==> config.mk <==
export PLATFORM = sky130hd
export DESIGN_NAME = ext_line_sel_regs
export DESIGN_NICKNAME = d
export VERILOG_FILES = /design/src/rtl/ext_line_sel_pkg.sv /design/src/rtl/pin_sync2.sv /design/src/rtl/ext_line_sel_regs.sv
export SDC_FILE = /design/constraint.sdc
export NUM_CORES = 1
export LEC_CHECK = 0
export BUFFER_PORTS_ARGS = -buffer_cell sky130_fd_sc_hd__buf_2
export CORE_ASPECT_RATIO = 0.75
export CORE_MARGIN = 4
export CORE_UTILIZATION = 51
export CTS_CLUSTER_SIZE = 16
export DETAILED_ROUTE_END_ITERATION = 8
export GPL_TIMING_DRIVEN = 1
export HOLD_SLACK_MARGIN = 0.05
export PLACE_DENSITY_LB_ADDON = 0.05
export SYNTH_ARGS = -nofsm -noshare
export SYNTH_HDL_FRONTEND = slang
export SYNTH_SLANG_ARGS = --single-unit
==> constraint.sdc <==
create_clock -name aclk -period 2.3 [get_ports aclk]
set_input_delay 0.23 -clock aclk [delete_from_list [all_inputs] [get_ports aclk]]
set_output_delay 0.23 -clock aclk [all_outputs]
set_load 0.05 [all_outputs]
==> src/rtl/ext_line_sel_pkg.sv <==
// constants and carriers for the external line source selector bank
// assumes a 32-bit axi4-lite register bus and six gpio ports of 16 pins
package ext_line_sel_pkg;

  localparam int unsigned ADDR_W = 6;
  localparam int unsigned DATA_W = 32;

  localparam logic [ADDR_W-1:0] OFF_SEL_4_TO_7   = 6'h0c;
  localparam logic [ADDR_W-1:0] OFF_SEL_8_TO_11  = 6'h10;
  localparam logic [ADDR_W-1:0] OFF_SEL_12_TO_15 = 6'h14;
  localparam logic [ADDR_W-1:0] OFF_COMP_CTRL    = 6'h20;

  localparam logic [DATA_W-1:0] RESET_VALUE = 32'h0000_0000;
  localparam logic [15:0]       SEL_MASK    = 16'hffff;
  localparam int unsigned       COMP_EN_BIT  = 0;
  localparam int unsigned       COMP_RDY_BIT = 8;

  localparam int unsigned NIBBLE_W  = 4;
  localparam int unsigned FIRST_LINE = 4;
  localparam int unsigned NUM_LINES  = 12;
  localparam int unsigned LINES_PER_REG = 4;

  localparam logic [1:0] RESP_OKAY   = 2'h0;
  localparam logic [1:0] RESP_SLVERR = 2'h2;

  typedef enum logic [3:0] {
    SRC_PORT_A = 4'h0,
    SRC_PORT_B = 4'h1,
    SRC_PORT_C = 4'h2,
    SRC_PORT_D = 4'h3,
    SRC_PORT_E = 4'h4,
    SRC_PORT_H = 4'h7
  } port_code_e;

  // pin levels of the six selectable ports, bit x is pin x
  typedef struct packed {
    logic [15:0] port_h;
    logic [15:0] port_e;
    logic [15:0] port_d;
    logic [15:0] port_c;
    logic [15:0] port_b;
    logic [15:0] port_a;
  } port_pins_s;

  typedef struct packed {
    logic [ADDR_W-1:0] addr;
    logic [DATA_W-1:0] data;
    logic [3:0]        strb;
  } wr_req_s;

endpackage

==> src/rtl/pin_sync2.sv <==
// two-flop synchroniser for a bus of pins
// assumes the pins are asynchronous to aclk
`timescale 1ns/1ps
`default_nettype none
module pin_sync2 #(
  parameter int unsigned W = 96
) (
  // clock and reset
  input  wire logic         aclk,
  input  wire logic         aresetn,
  // data
  input  wire logic [W-1:0] async_in,
  output logic      [W-1:0] sync_out
);
  logic [W-1:0] meta_reg;

  always_ff @(posedge aclk) begin
    if (!aresetn) begin
      meta_reg <= '0;
      sync_out <= '0;
    end else begin
      meta_reg <= async_in;
      sync_out <= meta_reg;
    end
  end
endmodule
`default_nettype wire

==> src/rtl/ext_line_sel_regs.sv <==
// external line source selector and compensation cell control registers
// assumes axi4-lite master on aclk; port pins and cell ready are async
//
// Function
// - lines 4-7 selected by nibbles, register one
// - lines 8-11 selected by nibbles, register two
// - lines 12-15 selected by nibbles, register three
// - all registers reset zero; upper bits reserved
// - bit 0 enables or powers down cell
// - bit 8 reads compensation cell ready
// - codes map to ports A-E and H
`timescale 1ns/1ps
`default_nettype none
module ext_line_sel_regs (
  // clock and reset
  input  wire logic                           aclk,
  input  wire logic                           aresetn,
  // axi4-lite write address
  input  wire logic                           s_axi_awvalid,
  output logic                                s_axi_awready,
  input  wire logic [ext_line_sel_pkg::ADDR_W-1:0] s_axi_awaddr,
  input  wire logic [2:0]                     s_axi_awprot,
  // axi4-lite write data
  input  wire logic                           s_axi_wvalid,
  output logic                                s_axi_wready,
  input  wire logic [ext_line_sel_pkg::DATA_W-1:0] s_axi_wdata,
  input  wire logic [3:0]                     s_axi_wstrb,
  // axi4-lite write response
  output logic                                s_axi_bvalid,
  input  wire logic                           s_axi_bready,
  output logic      [1:0]                     s_axi_bresp,
  // axi4-lite read address
  input  wire logic                           s_axi_arvalid,
  output logic                                s_axi_arready,
  input  wire logic [ext_line_sel_pkg::ADDR_W-1:0] s_axi_araddr,
  input  wire logic [2:0]                     s_axi_arprot,
  // axi4-lite read data
  output logic                                s_axi_rvalid,
  input  wire logic                           s_axi_rready,
  output logic      [ext_line_sel_pkg::DATA_W-1:0] s_axi_rdata,
  output logic      [1:0]                     s_axi_rresp,
  // gpio port pins and external lines 4 to 15
  input  wire ext_line_sel_pkg::port_pins_s   port_pins,
  output logic      [15:0]                    ext_line_out,
  // compensation cell
  input  wire logic                           comp_cell_ready_in,
  output logic                                comp_cell_enable
);
  import ext_line_sel_pkg::*;

  logic [15:0] sel_4_7_reg;
  logic [15:0] sel_8_11_reg;
  logic [15:0] sel_12_15_reg;
  logic        comp_en_reg;
  logic        aw_held_reg;
  logic        w_held_reg;
  wr_req_s     wr_reg;
  logic        rdy_meta_reg;
  logic        rdy_sync_reg;
  port_pins_s  pins_sync;
  logic        wr_fire;
  logic        rd_fire;
  logic [ADDR_W-1:0] wr_addr;
  logic [DATA_W-1:0] wr_data;
  logic [3:0]        wr_strb;
  logic [15:0] line_next;
  logic [NIBBLE_W-1:0] line_code;
  int unsigned         line_num;
  logic        aw_take;
  logic        w_take;
  logic        aw_held_next;
  logic        w_held_next;
  logic        b_valid_next;
  logic        r_valid_next;
  logic [DATA_W-1:0] rd_word;

  function automatic logic known_addr(input logic [ADDR_W-1:0] a);
    return (a == OFF_SEL_4_TO_7) || (a == OFF_SEL_8_TO_11) ||
           (a == OFF_SEL_12_TO_15) || (a == OFF_COMP_CTRL);
  endfunction

  // byte-lane merge for the low half word of a selector register
  function automatic logic [15:0] merge16(input logic [15:0] old,
                                          input logic [DATA_W-1:0] d,
                                          input logic [3:0] s);
    logic [15:0] r;
    r = old;
    if (s[0]) r[7:0]  = d[7:0];
    if (s[1]) r[15:8] = d[15:8];
    return r;
  endfunction

  // pick pin x of the port named by code, reserved codes give low
  function automatic logic pick_pin(input logic [NIBBLE_W-1:0] code,
                                    input port_pins_s p,
                                    input int unsigned x);
    logic v;
    case (code)
      SRC_PORT_A: v = p.port_a[x];
      SRC_PORT_B: v = p.port_b[x];
      SRC_PORT_C: v = p.port_c[x];
      SRC_PORT_D: v = p.port_d[x];
      SRC_PORT_E: v = p.port_e[x];
      SRC_PORT_H: v = p.port_h[x];
      default:    v = 1'b0;
    endcase
    return v;
  endfunction

  function automatic logic [NIBBLE_W-1:0] nibble_of(input logic [15:0] r,
                                                    input int unsigned k);
    return r[k*NIBBLE_W +: NIBBLE_W];
  endfunction

  pin_sync2 #(
    .W ($bits(port_pins_s))
  ) u_pin_sync (
    .aclk     (aclk),
    .aresetn  (aresetn),
    .async_in (port_pins),
    .sync_out (pins_sync)
  );

  // write channel: address and data taken in either order, then answered
  // readies are flops, worked out from the next handshake state so that
  // they still drop in the same cycle as bvalid rises
  assign aw_take      = s_axi_awvalid && s_axi_awready;
  assign w_take       = s_axi_wvalid && s_axi_wready;
  assign aw_held_next = !wr_fire && (aw_held_reg || aw_take);
  assign w_held_next  = !wr_fire && (w_held_reg || w_take);
  assign b_valid_next = wr_fire || (s_axi_bvalid && !s_axi_bready);

  always_ff @(posedge aclk) begin
    if (!aresetn) begin
      s_axi_awready <= 1'b1;
      s_axi_wready  <= 1'b1;
    end else begin
      s_axi_awready <= !aw_held_next && !b_valid_next;
      s_axi_wready  <= !w_held_next && !b_valid_next;
    end
  end

  assign wr_addr = aw_held_reg ? wr_reg.addr : s_axi_awaddr;
  assign wr_data = w_held_reg  ? wr_reg.data : s_axi_wdata;
  assign wr_strb = w_held_reg  ? wr_reg.strb : s_axi_wstrb;
  assign wr_fire = (aw_held_reg || aw_take) && (w_held_reg || w_take);

  always_ff @(posedge aclk) begin
    if (!aresetn) begin
      aw_held_reg <= 1'b0;
      w_held_reg  <= 1'b0;
    end else begin
      aw_held_reg <= aw_held_next;
      w_held_reg  <= w_held_next;
    end
  end

  // a half that arrives alone is kept until its partner comes
  always_ff @(posedge aclk) begin
    if (!aresetn) begin
      wr_reg <= '0;
    end else begin
      if (aw_take) begin
        wr_reg.addr <= s_axi_awaddr;
      end
      if (w_take) begin
        wr_reg.data <= s_axi_wdata;
        wr_reg.strb <= s_axi_wstrb;
      end
    end
  end

  always_ff @(posedge aclk) begin
    if (!aresetn) begin
      s_axi_bvalid <= 1'b0;
      s_axi_bresp  <= RESP_OKAY;
    end else if (wr_fire) begin
      s_axi_bvalid <= 1'b1;
      s_axi_bresp  <= known_addr(wr_addr) ? RESP_OKAY : RESP_SLVERR;
    end else if (s_axi_bready) begin
      s_axi_bvalid <= 1'b0;
    end
  end

  // selector and control registers, reserved bits never stored
  always_ff @(posedge aclk) begin
    if (!aresetn) begin
      sel_4_7_reg <= RESET_VALUE[15:0];
    end else if (wr_fire && wr_addr == OFF_SEL_4_TO_7) begin
      sel_4_7_reg <= merge16(sel_4_7_reg, wr_data, wr_strb);
    end
  end

  always_ff @(posedge aclk) begin
    if (!aresetn) begin
      sel_8_11_reg <= RESET_VALUE[15:0];
    end else if (wr_fire && wr_addr == OFF_SEL_8_TO_11) begin
      sel_8_11_reg <= merge16(sel_8_11_reg, wr_data, wr_strb);
    end
  end

  // code 1000 on lines 12-15 is left to software to avoid
  always_ff @(posedge aclk) begin
    if (!aresetn) begin
      sel_12_15_reg <= RESET_VALUE[15:0];
    end else if (wr_fire && wr_addr == OFF_SEL_12_TO_15) begin
      sel_12_15_reg <= merge16(sel_12_15_reg, wr_data, wr_strb);
    end
  end

  always_ff @(posedge aclk) begin
    if (!aresetn) begin
      comp_en_reg <= RESET_VALUE[COMP_EN_BIT];
    end else if (wr_fire && wr_addr == OFF_COMP_CTRL && wr_strb[0]) begin
      comp_en_reg <= wr_data[COMP_EN_BIT];
    end
  end

  // read channel, one cycle from address to data
  assign rd_fire      = s_axi_arvalid && s_axi_arready;
  assign r_valid_next = rd_fire || (s_axi_rvalid && !s_axi_rready);

  always_ff @(posedge aclk) begin
    if (!aresetn) begin
      s_axi_arready <= 1'b1;
    end else begin
      s_axi_arready <= !r_valid_next;
    end
  end

  // word of the addressed register; reserved bits read zero
  always_comb begin
    rd_word = RESET_VALUE;
    case (s_axi_araddr)
      OFF_SEL_4_TO_7:   rd_word[15:0] = sel_4_7_reg & SEL_MASK;
      OFF_SEL_8_TO_11:  rd_word[15:0] = sel_8_11_reg;
      OFF_SEL_12_TO_15: rd_word[15:0] = sel_12_15_reg;
      OFF_COMP_CTRL: begin
        rd_word[COMP_EN_BIT]  = comp_en_reg;
        rd_word[COMP_RDY_BIT] = rdy_sync_reg;
      end
      default: ;
    endcase
  end

  always_ff @(posedge aclk) begin
    if (!aresetn) begin
      s_axi_rvalid <= 1'b0;
      s_axi_rdata  <= RESET_VALUE;
      s_axi_rresp  <= RESP_OKAY;
    end else if (rd_fire) begin
      s_axi_rvalid <= 1'b1;
      s_axi_rresp  <= known_addr(s_axi_araddr) ? RESP_OKAY : RESP_SLVERR;
      s_axi_rdata  <= rd_word;
    end else if (s_axi_rready) begin
      s_axi_rvalid <= 1'b0;
    end
  end

  // ready flag comes from the analog cell, so it is synchronised
  always_ff @(posedge aclk) begin
    if (!aresetn) begin
      rdy_meta_reg <= 1'b0;
      rdy_sync_reg <= 1'b0;
    end else begin
      rdy_meta_reg <= comp_cell_ready_in;
      rdy_sync_reg <= rdy_meta_reg;
    end
  end

  always_ff @(posedge aclk) begin
    if (!aresetn) begin
      comp_cell_enable <= 1'b0;
    end else begin
      comp_cell_enable <= comp_en_reg;
    end
  end

  // line routing; lines 0 to 3 belong elsewhere and stay low
  always_comb begin
    line_next = '0;
    line_code = '0;
    line_num  = 0;
    for (int unsigned i = 0; i < NUM_LINES; i++) begin
      line_num = i + FIRST_LINE;
      case (i / LINES_PER_REG)
        0:       line_code = nibble_of(sel_4_7_reg, i % LINES_PER_REG);
        1:       line_code = nibble_of(sel_8_11_reg, i % LINES_PER_REG);
        default: line_code = nibble_of(sel_12_15_reg, i % LINES_PER_REG);
      endcase
      line_next[line_num] = pick_pin(line_code, pins_sync, line_num);
    end
  end

  always_ff @(posedge aclk) begin
    if (!aresetn) begin
      ext_line_out <= '0;
    end else begin
      ext_line_out <= line_next;
    end
  end

endmodule
`default_nettype wire

==> metrics.cfg <==
[power]
power.leakage_nw = 4.99
power_switching_mw = 2.16
clockPowerShare = 0.424
power_mw = 9.56
p_seq_frac = 0.489
powerDensity_nw_per_um2 = 799
ir_drop_uv = 492
combPwrFrac = 0.087
swShare = 0.226
internal_power_mw = 7.39

[detailed_routing]
wl_per_cell_um = 15.7
firstDrtPassIters = 4
totalWireLength_um = 21500
num_vias = 6700
drt-met1-wl_um = 9450
drc_errors = 0
top_layer = met4
wl_met3_um = 1140
first_iter_violations = 446
routed-wl-met2_um = 10300
ant_nets = 0
drt-vias-per-instance = 4.91

[logic_synthesis]
synth_cell_type_count = 52
async_flop_share = 0
avgSynthCellArea_um2 = 10.7
yosysSeqAreaShare = 0.557
synth_edf_count = 0
synth-seq-cells = 257
syn_inst = 861
synth_top_area_share = 0.557
synthTopCellsByArea = dfxtp_1 56%, and2_1 10%, mux2i_1 7.3%, nand2_1 4.6%, mux4_2 2.9%
synth_area_um2 = 9230
synth.largest_area_cell = dfxtp_1
ys.flop_type = dfxtp_1
yosysMostFrequentCell = dfxtp_1
ys_warn_count = 0
synth_common_cells = 257 x dfxtp_1, 149 x and2_1, 113 x nand2_1, 67 x mux2i_1, 33 x clkbuf_1

[global_route]
grt_pass1_vias = 6465
overflow = 0
antenna_found_initial = 0
grt.total_usage = 0.207
grt_pass1_wl_um = 34000
grt_max_degree = 216

[timing]
rsz0062_at_grt = no
slew_viol_final = 0
worstMarginPinSlew_ns = 0.753
period_share = 0.852
fin_setup_tns_ns = 0
finalCriticalPeriod_ns = 1.96
relSlewSlack = 0.498
hold_viol = 0
fin_skew_ns = 0.00497
setup_viol = 0
clock.fmax_mhz = 511

[critical_path]
critPathSlowestCell = dfxtp_2
critPathKind = flop to flop
cp.required_ns = 2.74
rrSetupSlack_ns = 0.34
reg2reg_from = aw_held_reg
reg2reg_depth = 4
cp_slowest_stage_delay_ns = 0.50
timing.rr.end = comp_en_reg
cp-end-kind = flop
cp-endpoint = comp_en_reg
cp-start-kind = flop
cp-startpoint = aw_held_reg
critPathMaxFanout = 19
crit_chain = nor3b_2 > o2111ai_2 > nor3b_1 > mux2i_1
crit_arrival_ns = 2.40

[cts]
cts_buffer_depth = 3
htreeDepth = 1
clk_latency_ns = 0.51
clk_pin_slew_worst_paths_ns = 0.06
cts_tree = built
clock-sinks = 257
cts_root_buf = clkbuf_16
cts_buffers = 24

[min_path]
hold_path.class = input pin to flop
min_from = s_axi_wvalid

[floorplanning]
pin_count = 216
floorplan.initialDensity = 0.521
row_count = 42
dieArea_um2 = 20300
core-area_um2 = 17700
dieWidth_um = 163
fp.dieH_um = 125

[cells_and_area]
utilization = 0.676
drive_gt1_frac = 0.213
num-nets-final = 1263
syn_to_final_growth_pct = 29.6
fin_area_um2 = 12000
antenna_cells = 0
layout.cells.non_filler = 1365

[flow_run]
cap_violations = 0

[placement]
placed_cells = 1216
port_buffers = 145
placed_area_um2 = 10100
place.detailed.hpwl_um = 13400
routabilityCongestion = 0.828

[run_status]
outcome = finished, final reports clean

worst min-delay path by stage:
stage / end / slack [ns] / cells after the start
final: w_held_reg / 0.1 / 3
after global routing: aw_held_reg / 0.10 / 3
after CTS: w_held_reg / 0.08 / 3
after detailed placement: u_pin_sync.sync_out[84] / 0.42 / 1
after global placement: u_pin_sync.sync_out[74] / 0.41 / 1
after floorplan: rdy_meta_reg / 0.36 / 1
cell families (layout without fill, tap and decap cells):
kind of cell | Yosys count | count (layout) | share of synthesized area
AOI/OAI and AO/OA | 103 | 103 | 0.0820
buffers and inverters | 70 | 311 | 0.0405
DFF | 257 | 257 | 0.557
muxes | 96 | 96 | 0.123
other | 1 | 22 | 0.000406
and+or+nand+nor | 334 | 334 | 0.197
cell type report:
cell class / instances / area [µm²]
Fill cell: 1393 / 5740
Sequential cell: 257 / 5150
Multi-Input combinational cell: 555 / 3790
Timing Repair Buffer: 264 / 1900
Clock buffer: 31 / 668
Tap cell: 242 / 303
Clock inverter: 13 / 150
Inverter: 3 / 11.3
worst max-delay path: cells and delay by family, from the launching register on:
family             cells  cell delay, ns
AOI/OAI and AO/OA      1            0.33
DFF                    1            0.50
muxes                  1            0.23
and+or+nand+nor        2            0.84
metrics by stage:
step / setup WS, ns / hold WS (ns)
after floorplan: 0.363 / 0.357
after CTS: 0.172 / 0.0827
after global routing: 0.204 / 0.102
after global placement: 0.291 / 0.414
after detailed placement: 0.178 / 0.417
final: 0.341 / 0.0955
cells in the final DEF, fill, tap and decap left out, types with 3 or more instances in the layout:
cell and instances:
a2111oi_0 12, a21o_1 3, a21oi_1 28, a22o_1 14, a31oi_1 12, and2_1 149, and3b_1 3, buf_2 144
buf_4 14, bufinv_16 3, clkbuf_1 4, clkbuf_16 25, clkinv_2 6, clkinvlp_4 4, conb_1 22, dfxtp_1 256
dlygate4sd3_1 105, mux2_2 17, mux2i_1 67, mux4_2 12, nand2_1 113, nand3_1 6, nor2_1 19, nor2_4 3
nor2b_1 4, nor3_1 6, nor3b_1 16, o21ai_0 4, o2bb2ai_1 14
power by group through the flow:
stage	combinational, mW	clock, mW	sequential, mW
detailed placement	0.681	0	4.77
CTS	0.821	4.14	4.67
global placement	0.677	0	4.77
global route	0.905	4.31	4.69
floorplan	0.452	0	4.81
finish	0.827	4.05	4.67
routing by layer:
metal  up-vias  global-route usage
met5         -                   0
met4         0              0.0562
met3        47              0.0361
met2       185               0.352
met1      3092               0.272
li1       3376                   -
repair_timing:
action                                  in CTS  in global routing
hold buffers                               105                  0
endpoints found under the setup margin       0                  1
setup buffers                                0                  0
gates resized for setup                      0                  1
hold endpoints to repair                   102                  0
(Power assumes the default switching activity.)
